`src/core/uart_core_consts.vh`:
```
/*
 Constants for the async serial unit: register byte addresses, reset values,
 field positions and parity codes. Assumes a 16-bit APB byte address.
*/
`ifndef UART_CORE_CONSTS_VH
`define UART_CORE_CONSTS_VH

`define ADDR_MODE   16'hFF50
`define ADDR_CTRL   16'hFF58
`define ADDR_TXB    16'hFF60
`define ADDR_RXB    16'hFF64
`define ADDR_RXERR  16'hFF68
`define ADDR_TXSTAT 16'hFF6C
`define ADDR_CKSEL  16'hFF70
`define ADDR_BAUD   16'hFF74
`define ADDR_PORT   16'hFF78

`define MODE_RST    8'h01
`define CTRL_RST    8'h16
`define RXB_RST     8'hFF
`define PORT_RST    8'h03
`define CKSEL_RST   4'h0
`define BAUD_RST    8'hFF
`define CKSEL_MAX   4'hA

`define MODE_POWER  7
`define MODE_TXE    6
`define MODE_RXE    5
`define MODE_PS_HI  4
`define MODE_PS_LO  3
`define MODE_CL     2
`define MODE_SL     1
`define CTRL_BRF    7
`define CTRL_BRT    6
`define CTRL_DIR    1
`define CTRL_INV    0
`define PORT_ODIR   0
`define PORT_IDIR   1
`define PORT_OLAT   2

`define PAR_NONE    2'h0
`define PAR_ZERO    2'h1
`define PAR_ODD     2'h2
`define PAR_EVEN    2'h3

`endif

```
`src/core/uart_mode_and_frame_control.v`:
```
/*
 Async serial unit top: APB register file, power/enable control, baud
 prescaler, transmit buffer, receive buffer and pin-function multiplexing.
 Assumes an APB master on pclk and serial_in_pin synchronous to pclk.
*/
`timescale 1ns/1ps
`default_nettype none
`include "uart_core_consts.vh"
module uart_mode_and_frame_control (
	input  wire        pclk,
	input  wire        presetn,
	input  wire [15:0] paddr,
	input  wire        psel,
	input  wire        penable,
	input  wire        pwrite,
	input  wire [31:0] pwdata,
	output reg  [31:0] prdata,
	output reg         pready,
	output reg         pslverr,
	input  wire        serial_in_pin,
	output reg         serial_out_pin,
	output reg         serial_out_oe_n
);
	// Full-width reset words, cut to the stored fields on purpose
	localparam [7:0] CTRL_INIT = `CTRL_RST;
	localparam [7:0] PORT_INIT = `PORT_RST;
	reg  [7:0]  mode_q;
	reg  [5:0]  ctrl_q;
	reg         brk_trig_q;
	reg  [3:0]  cksel_q;
	reg  [7:0]  baud_q;
	reg  [2:0]  port_q;
	reg  [7:0]  txb_q;
	reg         txbf_q;
	reg         tx_load_q;
	reg  [7:0]  rxb_q;
	reg         rx_full_q;
	reg  [2:0]  rxerr_q;
	reg  [10:0] pre_cnt_q;
	reg         tick_q;
	reg         rxd_q;
	reg  [31:0] rdata_d;
	reg         hit_d;
	wire        ser_rst_n;
	wire        pwr;
	wire        tx_on;
	wire        rx_on;
	wire        acc;
	wire        wr;
	wire        rd;
	wire [3:0]  ck_sel;
	wire [10:0] pre_lim;
	wire        tx_line;
	wire        tx_busy;
	wire        rx_done;
	wire [7:0]  rx_data;
	wire        rx_perr;
	wire        rx_ferr;

	// Derived from a flop, so the serial reset cannot glitch on bus activity
	assign pwr       = mode_q[`MODE_POWER];
	assign ser_rst_n = presetn & pwr;
	assign tx_on     = pwr & mode_q[`MODE_TXE];
	assign rx_on     = pwr & mode_q[`MODE_RXE];

	// Zero-wait APB: answer stands in the first access cycle
	assign acc = psel & penable & pready;
	assign wr  = acc & pwrite;
	assign rd  = acc & ~pwrite;

	always @* begin
		rdata_d = 32'h0000_0000;
		hit_d   = 1'b1;
		case (paddr)
			`ADDR_MODE:   rdata_d[7:0] = mode_q;
			`ADDR_CTRL:   rdata_d[7:0] = {1'b0, 1'b0, ctrl_q};
			`ADDR_TXB:    rdata_d[7:0] = txb_q;
			`ADDR_RXB:    rdata_d[7:0] = rxb_q;
			`ADDR_RXERR:  rdata_d[2:0] = rxerr_q;
			`ADDR_TXSTAT: rdata_d[1:0] = {txbf_q, tx_busy};
			`ADDR_CKSEL:  rdata_d[3:0] = cksel_q;
			`ADDR_BAUD:   rdata_d[7:0] = baud_q;
			`ADDR_PORT:   rdata_d[3:0] = {serial_in_pin, port_q};
			default:      hit_d = 1'b0;
		endcase
	end

	always @(posedge pclk or negedge presetn) begin
		if (!presetn) begin
			pready  <= 1'b0;
			prdata  <= 32'h0000_0000;
			pslverr <= 1'b0;
		end else begin
			pready  <= psel & ~penable;
			prdata  <= (psel & ~penable & ~pwrite) ? rdata_d : 32'h0000_0000;
			pslverr <= psel & ~penable & ~hit_d;
		end
	end

	// Configuration registers, reset only by the bus reset
	always @(posedge pclk or negedge presetn) begin
		if (!presetn) begin
			mode_q  <= `MODE_RST;
			ctrl_q  <= CTRL_INIT[5:0];
			cksel_q <= `CKSEL_RST;
			baud_q  <= `BAUD_RST;
			port_q  <= PORT_INIT[2:0];
		end else if (wr) begin
			case (paddr)
				`ADDR_MODE:  mode_q  <= pwdata[7:0];
				`ADDR_CTRL:  ctrl_q  <= pwdata[5:0];
				`ADDR_CKSEL: cksel_q <= pwdata[3:0];
				`ADDR_BAUD:  baud_q  <= pwdata[7:0];
				`ADDR_PORT:  port_q  <= pwdata[2:0];
				default:     port_q  <= port_q;
			endcase
		end
	end

	// Break trigger has no engine here; it only reads back as zero
	always @(posedge pclk or negedge ser_rst_n) begin
		if (!ser_rst_n)
			brk_trig_q <= 1'b0;
		else if (wr && paddr == `ADDR_CTRL && rx_on)
			brk_trig_q <= pwdata[`CTRL_BRT];
	end

	// Prescaler; clock stops while powered down
	assign ck_sel  = (cksel_q > `CKSEL_MAX) ? `CKSEL_MAX : cksel_q;
	assign pre_lim = (11'h001 << ck_sel) - 11'h001;
	always @(posedge pclk or negedge ser_rst_n) begin
		if (!ser_rst_n) begin
			pre_cnt_q <= 11'h000;
			tick_q    <= 1'b0;
		end else if (pre_cnt_q >= pre_lim) begin
			pre_cnt_q <= 11'h000;
			tick_q    <= 1'b1;
		end else begin
			pre_cnt_q <= pre_cnt_q + 11'h001;
			tick_q    <= 1'b0;
		end
	end

	// Receive input view: forced high while the unit is off
	always @(posedge pclk or negedge ser_rst_n) begin
		if (!ser_rst_n)
			rxd_q <= 1'b1;
		else
			rxd_q <= rx_on ? serial_in_pin : 1'b1;
	end

	// Transmit buffer; a write while full overwrites, as the host is warned
	always @(posedge pclk or negedge ser_rst_n) begin
		if (!ser_rst_n) begin
			txb_q     <= 8'h00;
			txbf_q    <= 1'b0;
			tx_load_q <= 1'b0;
		end else if (!tx_on) begin
			txbf_q    <= 1'b0;
			tx_load_q <= 1'b0;
		end else begin
			tx_load_q <= txbf_q & ~tx_busy & ~tx_load_q;
			if (wr && paddr == `ADDR_TXB) begin
				txb_q  <= pwdata[7:0];
				txbf_q <= 1'b1;
			end else if (tx_load_q) begin
				txbf_q <= 1'b0;
			end
		end
	end

	// Receive buffer and error flags; a new error wins over the read clear
	always @(posedge pclk or negedge ser_rst_n) begin
		if (!ser_rst_n) begin
			rxb_q     <= `RXB_RST;
			rx_full_q <= 1'b0;
			rxerr_q   <= 3'h0;
		end else begin
			if (rx_done) begin
				rxb_q     <= rx_data;
				rx_full_q <= 1'b1;
			end else if (rd && paddr == `ADDR_RXB) begin
				rx_full_q <= 1'b0;
			end
			if (rx_done)
				rxerr_q <= rxerr_q | {rx_perr, rx_ferr, rx_full_q};
			else if (rd && paddr == `ADDR_RXERR)
				rxerr_q <= 3'h0;
		end
	end

	// Pin multiplexing: serial function or plain port latch
	always @(posedge pclk or negedge presetn) begin
		if (!presetn) begin
			serial_out_pin  <= 1'b1;
			serial_out_oe_n <= 1'b1;
		end else if (tx_on) begin
			serial_out_pin  <= tx_line ^ ctrl_q[`CTRL_INV];
			serial_out_oe_n <= 1'b0;
		end else if (!pwr) begin
			serial_out_pin  <= port_q[`PORT_ODIR] ? 1'b1 : port_q[`PORT_OLAT];
			serial_out_oe_n <= port_q[`PORT_ODIR];
		end else begin
			serial_out_pin  <= port_q[`PORT_OLAT];
			serial_out_oe_n <= port_q[`PORT_ODIR];
		end
	end

	uart_tx u_tx (
		.pclk      (pclk),
		.ser_rst_n (ser_rst_n),
		.tx_on     (tx_on),
		.tick      (tick_q),
		.div       (baud_q),
		.par_mode  (mode_q[`MODE_PS_HI:`MODE_PS_LO]),
		.char8     (mode_q[`MODE_CL]),
		.stop2     (mode_q[`MODE_SL]),
		.lsb_first (ctrl_q[`CTRL_DIR]),
		.load      (tx_load_q),
		.data      (txb_q),
		.line      (tx_line),
		.busy      (tx_busy)
	);

	uart_rx u_rx (
		.pclk      (pclk),
		.ser_rst_n (ser_rst_n),
		.rx_on     (rx_on),
		.tick      (tick_q),
		.div       (baud_q),
		.par_mode  (mode_q[`MODE_PS_HI:`MODE_PS_LO]),
		.char8     (mode_q[`MODE_CL]),
		.lsb_first (ctrl_q[`CTRL_DIR]),
		.rxd       (rxd_q),
		.done_q    (rx_done),
		.data_q    (rx_data),
		.perr_q    (rx_perr),
		.ferr_q    (rx_ferr)
	);
endmodule // uart_mode_and_frame_control
`default_nettype wire

```
`src/core/uart_tx.v`:
```
/*
 Transmit framer: start, 7/8 data bits, optional parity, 1/2 stop bits.
 Assumes tick is a one-cycle prescaler enable and div counts ticks per bit.
*/
`timescale 1ns/1ps
`default_nettype none
`include "uart_core_consts.vh"
module uart_tx (
	input  wire       pclk,
	input  wire       ser_rst_n,
	input  wire       tx_on,
	input  wire       tick,
	input  wire [7:0] div,
	input  wire [1:0] par_mode,
	input  wire       char8,
	input  wire       stop2,
	input  wire       lsb_first,
	input  wire       load,
	input  wire [7:0] data,
	output reg        line,
	output wire       busy
);
	localparam ST_IDLE = 3'h0, ST_START = 3'h1, ST_DATA = 3'h2;
	localparam ST_PAR = 3'h3, ST_STOP = 3'h4;
	reg [2:0] state_q;
	reg [7:0] cnt_q;
	reg [2:0] idx_q;
	reg [7:0] sh_q;
	reg       second_q;
	wire [7:0] div_m1 = (div == 8'h00) ? 8'h00 : div - 8'h01;
	wire       bit_end = tick && (cnt_q == div_m1);
	wire [2:0] last = char8 ? 3'h7 : 3'h6;
	wire [2:0] sel = lsb_first ? idx_q : last - idx_q;
	wire       par_bit = (par_mode == `PAR_EVEN) ? ^sh_q :
		(par_mode == `PAR_ODD) ? ~^sh_q : 1'b0;
	assign busy = (state_q != ST_IDLE);
	always @* begin
		case (state_q)
			ST_START: line = 1'b0;
			ST_DATA:  line = sh_q[sel];
			ST_PAR:   line = par_bit;
			default:  line = 1'b1;
		endcase
	end
	always @(posedge pclk or negedge ser_rst_n) begin
		if (!ser_rst_n) begin
			state_q  <= ST_IDLE;
			cnt_q    <= 8'h00;
			idx_q    <= 3'h0;
			sh_q     <= 8'h00;
			second_q <= 1'b0;
		end else if (!tx_on) begin
			state_q  <= ST_IDLE;
			cnt_q    <= 8'h00;
			second_q <= 1'b0;
		end else if (state_q == ST_IDLE) begin
			if (load) begin
				sh_q    <= char8 ? data : {1'b0, data[6:0]};
				state_q <= ST_START;
				cnt_q   <= 8'h00;
				idx_q   <= 3'h0;
			end
		end else if (bit_end) begin
			cnt_q <= 8'h00;
			case (state_q)
				ST_START: state_q <= ST_DATA;
				ST_DATA: begin
					idx_q <= idx_q + 3'h1;
					if (idx_q == last) begin
						state_q  <= (par_mode == `PAR_NONE) ? ST_STOP : ST_PAR;
						second_q <= stop2;
					end
				end
				ST_PAR: state_q <= ST_STOP;
				default: begin
					if (second_q)
						second_q <= 1'b0;
					else
						state_q <= ST_IDLE;
				end
			endcase
		end else if (tick) begin
			cnt_q <= cnt_q + 8'h01;
		end
	end
endmodule // uart_tx
`default_nettype wire

```
`src/core/uart_rx.v`:
```
/*
 Receive deframer: start edge detect, centre sampling, parity and stop check.
 Assumes rxd is already synchronous and idles high; tick as for transmit.
*/
`timescale 1ns/1ps
`default_nettype none
`include "uart_core_consts.vh"
module uart_rx (
	input  wire       pclk,
	input  wire       ser_rst_n,
	input  wire       rx_on,
	input  wire       tick,
	input  wire [7:0] div,
	input  wire [1:0] par_mode,
	input  wire       char8,
	input  wire       lsb_first,
	input  wire       rxd,
	output reg        done_q,
	output reg  [7:0] data_q,
	output reg        perr_q,
	output reg        ferr_q
);
	localparam ST_IDLE = 3'h0, ST_START = 3'h1, ST_DATA = 3'h2;
	localparam ST_PAR = 3'h3, ST_STOP = 3'h4;
	reg [2:0] state_q;
	reg [7:0] cnt_q;
	reg [2:0] idx_q;
	reg       ones_q;
	reg       prev_q;
	wire [7:0] div_m1 = (div == 8'h00) ? 8'h00 : div - 8'h01;
	wire [2:0] last = char8 ? 3'h7 : 3'h6;
	wire [2:0] sel = lsb_first ? idx_q : last - idx_q;
	wire [7:0] half = {1'b0, div[7:1]};
	// One tick early: edge detection already costs a cycle
	wire       mid = tick && (cnt_q == ((half == 8'h00) ? 8'h00 : half - 8'h01));
	wire       smp = tick && (cnt_q == div_m1);
	always @(posedge pclk or negedge ser_rst_n) begin
		if (!ser_rst_n) begin
			state_q <= ST_IDLE;
			cnt_q   <= 8'h00;
			idx_q   <= 3'h0;
			ones_q  <= 1'b0;
			prev_q  <= 1'b1;
			done_q  <= 1'b0;
			data_q  <= 8'h00;
			perr_q  <= 1'b0;
			ferr_q  <= 1'b0;
		end else if (!rx_on) begin
			state_q <= ST_IDLE;
			cnt_q   <= 8'h00;
			prev_q  <= 1'b1;
			done_q  <= 1'b0;
		end else begin
			prev_q <= rxd;
			done_q <= 1'b0;
			if (tick)
				cnt_q <= cnt_q + 8'h01;
			case (state_q)
				ST_IDLE: begin
					cnt_q <= 8'h00;
					if (prev_q && !rxd)
						state_q <= ST_START;
				end
				ST_START: if (mid) begin
					cnt_q   <= 8'h00;
					idx_q   <= 3'h0;
					ones_q  <= 1'b0;
					data_q  <= 8'h00;
					state_q <= rxd ? ST_IDLE : ST_DATA;
				end
				ST_DATA: if (smp) begin
					cnt_q        <= 8'h00;
					data_q[sel]  <= rxd;
					ones_q       <= ones_q ^ rxd;
					idx_q        <= idx_q + 3'h1;
					if (idx_q == last)
						state_q <= (par_mode == `PAR_NONE) ? ST_STOP : ST_PAR;
				end
				ST_PAR: if (smp) begin
					cnt_q   <= 8'h00;
					ones_q  <= ones_q ^ rxd;
					state_q <= ST_STOP;
				end
				ST_STOP: if (smp) begin
					done_q  <= 1'b1;
					ferr_q  <= !rxd;
					perr_q  <= ((par_mode == `PAR_EVEN) && ones_q) ||
						((par_mode == `PAR_ODD) && !ones_q);
					state_q <= ST_IDLE;
				end
				default: state_q <= ST_IDLE;
			endcase
		end
	end
endmodule // uart_rx
`default_nettype wire

```
`config.mk`:
```
export PLATFORM = sky130hd
export DESIGN_NAME = uart_mode_and_frame_control
export DESIGN_NICKNAME = d
export VERILOG_FILES = /design/src/core/uart_mode_and_frame_control.v /design/src/core/uart_tx.v /design/src/core/uart_rx.v
export VERILOG_INCLUDE_DIRS = /design/src /design/src/core
export SDC_FILE = /design/constraint.sdc
export NUM_CORES = 1
export LEC_CHECK = 0
export ABC_AREA = 1
export BUFFER_PORTS_ARGS = -buffer_cell sky130_fd_sc_hd__buf_4
export CORE_UTILIZATION = 55
export CTS_BUF_LIST = sky130_fd_sc_hd__clkbuf_8
export CTS_CLUSTER_DIAMETER = 50
export DETAILED_ROUTE_END_ITERATION = 7
export PLACE_DENSITY = 0.83
export SLEW_MARGIN = 10
export SYNTH_ARGS = -nofsm -noshare
export SYNTH_HDL_FRONTEND = slang
export SYNTH_SLANG_ARGS = --single-unit
```
`constraint.sdc`:
```
create_clock -name pclk -period 6.65 [get_ports pclk]
set_input_delay 0.9975 -clock pclk [delete_from_list [all_inputs] [get_ports pclk]]
set_output_delay 0.9975 -clock pclk [all_outputs]
set_load 0.005 [all_outputs]
```
==> reports/summary.txt, run 1 <==
Critical Path Start Type - flop
Pwr per Cell Area - 167 mW/mm²
DR vias/cell - 5.49
Total Die Area - 0.0147 mm²
Inserted Clock Buffers - 17
nets@finish - 1192
worst slew pin tran - 0.902 ns
EDFF count, synth - 0
Comb pwr share - 0.024
Pint - 1.08 mW
critical path data arrival time - 3.28 ns
gr ovfl total - 0
Die Height - 121 µm
synth warn - 0
Remaining DRCs - 0
kind of critical path - reg2reg
placed insts - 1275
FMAX - 342 MHz
maximum VDD drop - 0.120 mV
synth top area cells - dfrtp_1 (32%), nand2_1 (14%), dfstp_2 (8.7%), inv_1 (6.9%), nor2_1 (4.8%)
TNS Setup - 0 ns
GRT Overall Usage - 0.283
CTS tree - built
Setup crit start - cksel_q[3]
fillcell total - 1217
post-route ant nets - 0
synthesized cell area - 0.00784 mm²
largest reg by FF count - pre_cnt_q
library cells used by synthesis - 44
Clk pin slew, worst setup/hold paths - 0.08 ns
CTS resizes - 0
Port Buffer Count - 41
die width - 121 µm
synth cell count leaders - nand2_1 (288), inv_1 (143), dfrtp_1 (100), nor2_1 (100), o21ai_0 (71)
Post-Layout Cell Count - 1307
flop and latch count out of synthesis - 126
Final GP Congestion - 0.939
largest net degree at the start of global routing - 68
Final Util - 0.617
status - finished, final reports clean
Req. time, crit path - 7.01 ns
post-synthesis async set-or-reset flop share - 1.00
RSZ-0062 raised after global routing - no
WL/cell - 14.7 µm
Worst R2R Start - cksel_q[3]
largest fanout on the critical path - 12
min Tclk post-route - 2.92 ns
Starting Density - 0.564
max FFs per register - 11
HP Class - reg2async
TritonCTS Sinks - 126
Vias - 7180
RR Endpoint - pre_cnt_q[4]
Sw Share - 0.240
# Max-Cap Violations - 0
# hold bufs at CTS - 0
Sequential Power Share - 0.538
Final WS setup - 3.73 ns
Routed WL - 19.3 mm
Root Buffer - clkbuf_8
Mapped Cells - 1073
Leak - 4.15 nW
clk_lat worst skew - 0.46 ns
Clock Skew - 0.00896 ns
clk buf depth - 2
layout cell share with drive strength beyond 1 - 0.120
top-area cell type share of the netlist area - 0.319
Slew Limit Headroom - 0.399
R2R Setup Slk - 3.73 ns
multi-input logic area - 0.00391 mm²
Final Hold Viols - 0
Layout area overhead - 9.26%
TritonRoute pass-1 iters - 6
sw power - 0.342 mW
hpwl dp - 14.4 mm
Reg area - 0.00319 mm²
initial antenna violation count - 0
post-CTS repair timing setup buffer count - 0
initial drt markers - 612
Clock Power Share - 0.438
CP endpoint kind - flop
top_reg_cell synth - dfrtp_1
diodes inserted - 0
mean cell area of the mapped netlist - 7.30 µm²
final worst-path cycle share - 0.439
top-count cell post-synth - nand2_1
Synth area leader - dfrtp_1
Core Area - 0.0139 mm²
# setup viols final - 0
H-tree depth - 4
sequential share of the synthesized area - 0.407
R2R cell count - 13
first-pass GRT wire length - 32.4 mm
pre-CTS setup slack - 3.71 ns
IO Count - 90
row count - 43
Slew Limit Fails - 0
number of global-route vias before repair - 6779
==> cell type report <==
type | instances | area share
multi-input cells | 779 | 0.456
flip-flops and latches | 126 | 0.372
inverters | 147 | 0.0646
repair buffers | 43 | 0.0377
clock buffers | 18 | 0.0289
well taps | 180 | 0.0263
clock inverters | 14 | 0.0139
==> metrics by stage <==
step / power [mW] / hold slack [ns] / instance area [µm²]
floorplan: 0.802 / 0.442 / 7920
finish: 1.43 / 0.436 / 8560
global route: 1.47 / 0.476 / 8560
global placement: 0.815 / 0.412 / 8190
detailed placement: 0.816 / 0.436 / 8190
CTS: 1.43 / 0.445 / 8560
==> cells by family (layout without fill, tap and decap cells) <==
group                    count (synthesis)  count (layout)  share of synthesized area
XOR/XNOR                                32              32                     0.0358
adder cells (fa/ha/maj)                 24              24                     0.0383
other                                    1              24                   0.000479
AND/OR/NAND/NOR                        563             563                      0.315
flip-flops                             126             126                      0.407
AO/OA/AOI/OAI                          134             134                     0.0952
multiplexers                             2               2                    0.00287
buffers and inverters                  191             222                      0.106
==> how the worst max path moves through the flow <==
stage	endpoint	slack, ns	depth (start not counted)
2_1_floorplan	pre_cnt_q[0]	3.42	2
3_3_place_gp	pre_cnt_q[7]	3.81	13
3_5_place_dp	txb_q[3]	3.71	9
4_1_cts	pre_cnt_q[4]	3.71	13
5_1_grt	pre_cnt_q[6]	3.38	13
6_report	pre_cnt_q[4]	3.73	13
==> critical path, cell delays in order (launching register included) <==
cell and delay [ns]:
dfrtp_1 0.52, nor2_1 0.14, nand3_1 0.13, ha_1 0.20, nor3b_1 0.35, xor2_1 0.23, ha_1 0.27, nand2_1 0.09
inv_1 0.04, nand2_1 0.05, a21oi_1 0.06, o21bai_1 0.12, nand3_1 0.35, nor3_1 0.28
==> power by group through the flow <==
stage | clock [mW] | sequential [mW] | combinational, mW
after floorplan | 0 | 0.782 | 0.0199
after global placement | 0 | 0.782 | 0.0337
after detailed placement | 0 | 0.782 | 0.0342
final | 0.625 | 0.768 | 0.0346
after global routing | 0.666 | 0.767 | 0.0390
after CTS | 0.632 | 0.768 | 0.0342
==> cell usage in the layout, fill, tap and decap left out, drive strengths merged, types with 10 or more instances in the layout <==
| master | synthesis | layout |
|---|---|---|
| a21oi | 28 | 28 |
| buf | 29 | 43 |
| clkbuf | 15 | 18 |
| conb | 1 | 24 |
| dfrtp | 100 | 100 |
| dfstp | 26 | 26 |
| ha | 24 | 24 |
| inv | 146 | 149 |
| nand2 | 296 | 296 |
| nand3 | 73 | 73 |
| nand4 | 35 | 35 |
| nor2 | 106 | 106 |
| nor3 | 37 | 37 |
| o21ai | 77 | 77 |
| xnor2 | 10 | 10 |
| xor2 | 22 | 22 |
==> metal layers <==
layer,vias to the layer above,global-route usage,wire length [µm]
met5,-,0,0
met4,0,0.127,518
met3,50,0.0545,1250
met2,245,0.465,9200
met1,3367,0.361,8280
li1,3518,-,-
No activity file was read; power rests on OpenSTA's default activity.
==> run 2: changes to the inputs <==
- PLACE_DENSITY: 0.83 -> 0.86
- clock period: 6.65 -> 2.58 ns (I/O delays scaled with it)
==> run 2 against run 1 <==
  * Fmax increased by 12%
  * Flip-flop and latch count is the same
  * Core utilization up 3.8 points
  * The flow now finishes with violations (setup timing)
  * Critical endpoint is now pre_cnt_q[5]
==> reports/summary.txt, run 2 (synthesized netlist as in run 1, its figures left out) <==
status - finished, violations left
failing checks - setup timing
Port Buffer Count - 41
# Max-Cap Violations - 0
Layout area overhead - 16.0%
DP Area - 0.00844 mm²
largest net degree at the start of global routing - 86
CTS tree - built
final worst-path cycle share - 1.01
RR Endpoint - pre_cnt_q[5]
kind of critical path - reg2reg
WL/cell - 15.1 µm
largest reg by FF count - pre_cnt_q
Cell Chain, Critical Path - nor2_2 -> nand3_1 -> ha_2 -> nor3b_2 -> xor2_1 -> ha_1 -> nand2_2 -> inv_1 -> nand2_1 -> a21oi_1 -> o21bai_1 -> nand3_2 -> buf_12 -> nor3_1
Slew Limit Headroom - 0.624
nets@finish - 1226
Req. time, crit path - 2.94 ns
Routed WL - 20.3 mm
critical path data arrival time - 2.96 ns
initial drt markers - 635
largest fanout on the critical path - 6
most frequent cells in the layout - nand2_1 (281), inv_1 (141), dfrtp_1 (99)
TritonRoute pass-1 iters - 5
TritonCTS Sinks - 126
layout cell share with drive strength beyond 1 - 0.174
worst hold slack - 0.0180 ns
RSZ-0062 raised after global routing - yes
Crit-path slowest cell - dfrtp_1
Remaining DRCs - 0
fillcell total - 1136
diodes inserted - 0
DR vias/cell - 5.48
gr ovfl total - 0
initial antenna violation count - 0
Final Hold Viols - 0
Final WS setup - -0.0161 ns
die width - 121 µm
Slew Limit Fails - 0
HP Class - in2async
worst slew pin tran - 0.560 ns
GRT Overall Usage - 0.291
Clock Skew - 0.00973 ns
hpwl dp - 14.7 mm
fin area - 0.00908 mm²
Pwr per Cell Area - 429 mW/mm²
R2R cell count - 14
Clk pin slew, worst setup/hold paths - 0.08 ns
R2R Setup Slk - -0.02 ns
CP endpoint kind - flop
Starting Density - 0.564
number of global-route vias before repair - 7019
IO Count - 90
Critical Path Start Type - flop
Total Die Area - 0.0147 mm²
Core Area - 0.0139 mm²
FMAX - 385 MHz
Largest stage delay, worst path - 0.43 ns
max FFs per register - 11
min Tclk post-route - 2.60 ns
Leak - 4.38 nW
first-pass GRT wire length - 33.3 mm
# hold bufs at CTS - 0
# setup viols final - 1
Final GP Congestion - 0.933
maximum VDD drop - 0.538 mV
post-route ant nets - 0
commonest non-fill, non-tap cell in the layout - nand2_1
row count - 43
clk buf depth - 2
H-tree depth - 4
clk_lat worst skew - 0.45 ns
Vias - 7343
Root Buffer - clkbuf_8
Die Height - 121 µm
Inserted Clock Buffers - 17
Worst R2R Start - cksel_q[2]
==> run 2: what timing repair did <==
item / CTS / global route
pin swaps: 0 / 14
setup buffers: 0 / 6
resized for setup: 2 / 34
endpoints found under the setup margin: 8 / 49
gates cloned: 0 / 2
==> run 2: power breakdown <==
part           leakage (nW)  total, mW  internal [mW]  switching [mW]
combinational          2.54     0.0901         0.0361          0.0540
sequential             1.64       1.98           1.98        0.000680
clock                 0.203       1.83          0.966           0.861
==> run 2: critical path, delay by kind of cell (launching register included) <==
kind	cells	cell delay, ns
buffers and inverters	2	0.21
flip-flops	1	0.43
AND/OR/NAND/NOR	7	0.91
AO/OA/AOI/OAI	2	0.23
adder cells (fa/ha/maj)	2	0.57
XOR/XNOR	1	0.17
==> run 2: area by class of cell <==
type / count / area [µm²] / area share
tap: 180 / 225 / 0.0248
sequential: 126 / 3190 / 0.351
clock inverter: 15 / 188 / 0.0207
inverter: 147 / 556 / 0.0611
timing repair buffer: 77 / 663 / 0.0730
clock buffer: 17 / 234 / 0.0258
multi-input combinational: 779 / 4030 / 0.444
==> run 2: per-layer routing <==
layer	routed length, µm	track usage	part of all wire	vias to the layer above
li1	-	-	-	3582
met1	8840	0.375	0.44	3452
met2	9750	0.485	0.48	262
met3	1230	0.0578	0.060	47
met4	492	0.100	0.024	0
met5	0	0	0	-
==> run 2: worst max path at each step <==
stage / from / end / slack (ns) / cells past startpoint
finish: cksel_q[2] / pre_cnt_q[5] / -0.02 / 14
global route: cksel_q[2] / pre_cnt_q[5] / -0.17 / 15
CTS: baud_q[1] / u_rx.perr_q / -0.003 / 16
detailed placement: cksel_q[0] / pre_cnt_q[7] / 0.02 / 14
global placement: baud_q[1] / u_tx.cnt_q[7] / 0.07 / 11
floorplan: cksel_q[3] / pre_cnt_q[4] / 0.02 / 16
==> run 2: per-stage QoR <==
| stage | setup slack [ns] | power, mW | TNS (ns) | utilization | std cells |
|---|---|---|---|---|---|
| 3_5_place_dp | 0.0160 | 2.10 | 0 | 0.608 | 1301 |
| 5_1_grt | -0.166 | 4.01 | -1.94 | 0.654 | 1341 |
| 4_1_cts | -0.00319 | 3.92 | -0.00319 | 0.639 | 1333 |
| 6_report | -0.0161 | 3.89 | -0.0161 | 0.654 | 1341 |
| 2_1_floorplan | 0.0200 | 2.07 | 0 | - | 1096 |
| 3_3_place_gp | 0.0669 | 2.10 | 0 | 0.608 | 1301 |
==> run 3: changes to the inputs <==
- PLACE_DENSITY: 0.86 -> 0.77
==> run 3 against run 2 <==
  * The flow finishes with violations (hold timing)
  * Global-route usage down 0.28 points
  * Power is 2.0% lower
  * Clock skew grew 0.0034 ns
  * Count of clock-buffer cells in the layout unchanged
  * Core utilization decreased by 1.2 points
==> reports/summary.txt, run 3 (synthesized netlist as in run 1, its figures left out) <==
Die Height - 121 µm
Clock Power Share - 0.458
Sequential Power Share - 0.518
Post-Layout Cell Count - 1334
Sw Share - 0.245
Final Hold Viols - 14
# Max-Cap Violations - 0
R2R Setup Slk - 0.10 ns
Routed WL - 19.7 mm
critical path data arrival time - 2.86 ns
Leak - 4.31 nW
final worst-path cycle share - 0.961
Inserted Clock Buffers - 17
row count - 43
most used cell along the critical path - nand2_1
Remaining DRCs - 0
Starting Density - 0.564
clk_lat worst skew - 0.47 ns
maximum VDD drop - 0.444 mV
Cell Chain, Critical Path - nor2_2 -> nand3_1 -> ha_2 -> xor2_1 -> ha_1 -> a21oi_2 -> o31ai_1 -> nand2_1 -> nand2_1 -> nand2_1 -> a21oi_2 -> o21bai_1 -> nand3_1 -> buf_12 -> nor3_1
crit-path leading delay family - simple AND/OR/NAND/NOR gates
CTS tree - built
first-pass GRT wire length - 32.7 mm
FMAX - 404 MHz
commonest non-fill, non-tap cell in the layout - nand2_1
die width - 121 µm
diodes inserted - 0
Req. time, crit path - 2.96 ns
RR Endpoint - pre_cnt_q[6]
WP depth - 15
Slew Limit Fails - 0
largest reg by FF count - pre_cnt_q
# hold bufs at CTS - 0
min Tclk post-route - 2.48 ns
Setup crit start - cksel_q[2]
Vias - 7268
Root Buffer - clkbuf_8
TNS Setup - 0 ns
Clock Skew - 0.0131 ns
nets@finish - 1219
placed insts - 1299
most frequent cells in the layout - nand2_1 (284), inv_1 (141), dfrtp_1 (100)
initial drt markers - 544
fin area - 0.00891 mm²
largest fanout on the critical path - 12
gr ovfl total - 0
clk buf depth - 2
status - finished, violations left
kind of critical path - reg2reg
# setup viols final - 0
hpwl dp - 14.9 mm
Layout area overhead - 13.8%
post-route ant nets - 0
Comb pwr share - 0.024
Setup crit end - pre_cnt_q[6]
IO Count - 90
number of global-route vias before repair - 6891
Critical Path Start Type - flop
H-tree depth - 4
WL/cell - 14.7 µm
max FFs per register - 11
RSZ-0062 raised after global routing - yes
largest net degree at the start of global routing - 46
GRT Overall Usage - 0.288
layout cell share with drive strength beyond 1 - 0.158
worst slew pin tran - 0.574 ns
R2R cell count - 15
CP endpoint kind - flop
Crit-path slowest cell - dfrtp_1
failing checks - hold timing
Pwr per Cell Area - 428 mW/mm²
DP Area - 0.00840 mm²
worst hold slack - -0.00987 ns
Worst R2R Start - cksel_q[2]
WP buf/inv - 1
DR vias/cell - 5.45
Core Area - 0.0139 mm²
Largest stage delay, worst path - 0.42 ns
Final GP Congestion - 0.944
TritonCTS Sinks - 126
initial antenna violation count - 0
sw power - 0.935 mW
TritonRoute pass-1 iters - 5
Slew Limit Headroom - 0.617
HP Class - in2async
Pint - 2.88 mW
Port Buffer Count - 41
Clk pin slew, worst setup/hold paths - 0.09 ns
Total Die Area - 0.0147 mm²
[run 3: final cells by class]
type	instances	area (µm²)
clock buffers	17	234
clock inverters	15	163
fillers	1232	4970
inverters	147	556
multi-input cells	779	4000
flip-flops and latches	126	3190
well taps	180	225
repair buffers	70	551
[run 3: power groups by stage]
| stage | logic, mW | clock network, mW | registers (mW) |
|---|---|---|---|
| detailed placement | 0.0901 | 0 | 2.01 |
| floorplan | 0.0512 | 0 | 2.02 |
| CTS | 0.0903 | 1.77 | 1.98 |
| finish | 0.0905 | 1.75 | 1.98 |
| global route | 0.102 | 1.87 | 1.98 |
| global placement | 0.0892 | 0 | 2.02 |
[run 3: metal layers]
layer,wire length [µm],track usage,part of all wire,up-vias
met5,0,0,0,-
met4,552,0.127,0.028,0
met3,1320,0.0602,0.067,46
met2,9320,0.472,0.47,255
met1,8480,0.365,0.43,3395
li1,-,-,-,3572
[run 3: repair_timing]
item,4_1_cts,5_1_grt
setup endpoints to repair,14,49
pin swaps,0,6
resized for setup,1,23
setup buffers,0,3
[run 3: worst min-delay path by stage]
stage / cells past startpoint / endpoint / slack (ns)
2_1_floorplan: 0 / cksel_q[0] / 0.09
3_3_place_gp: 2 / rx_full_q / 0.45
3_5_place_dp: 2 / rxb_q[5] / 0.46
4_1_cts: 2 / port_q[2] / 0.005
5_1_grt: 2 / port_q[2] / 0.02
6_report: 2 / port_q[2] / -0.01
[run 3: stage by stage]
step	worst slack (ns)	util	power [mW]
final	0.102	0.642	3.82
after floorplan	0.0200	-	2.07
after CTS	0.0220	0.634	3.84
after global routing	-0.0458	0.642	3.95
after detailed placement	-0.0174	0.605	2.11
after global placement	0.0533	0.605	2.10
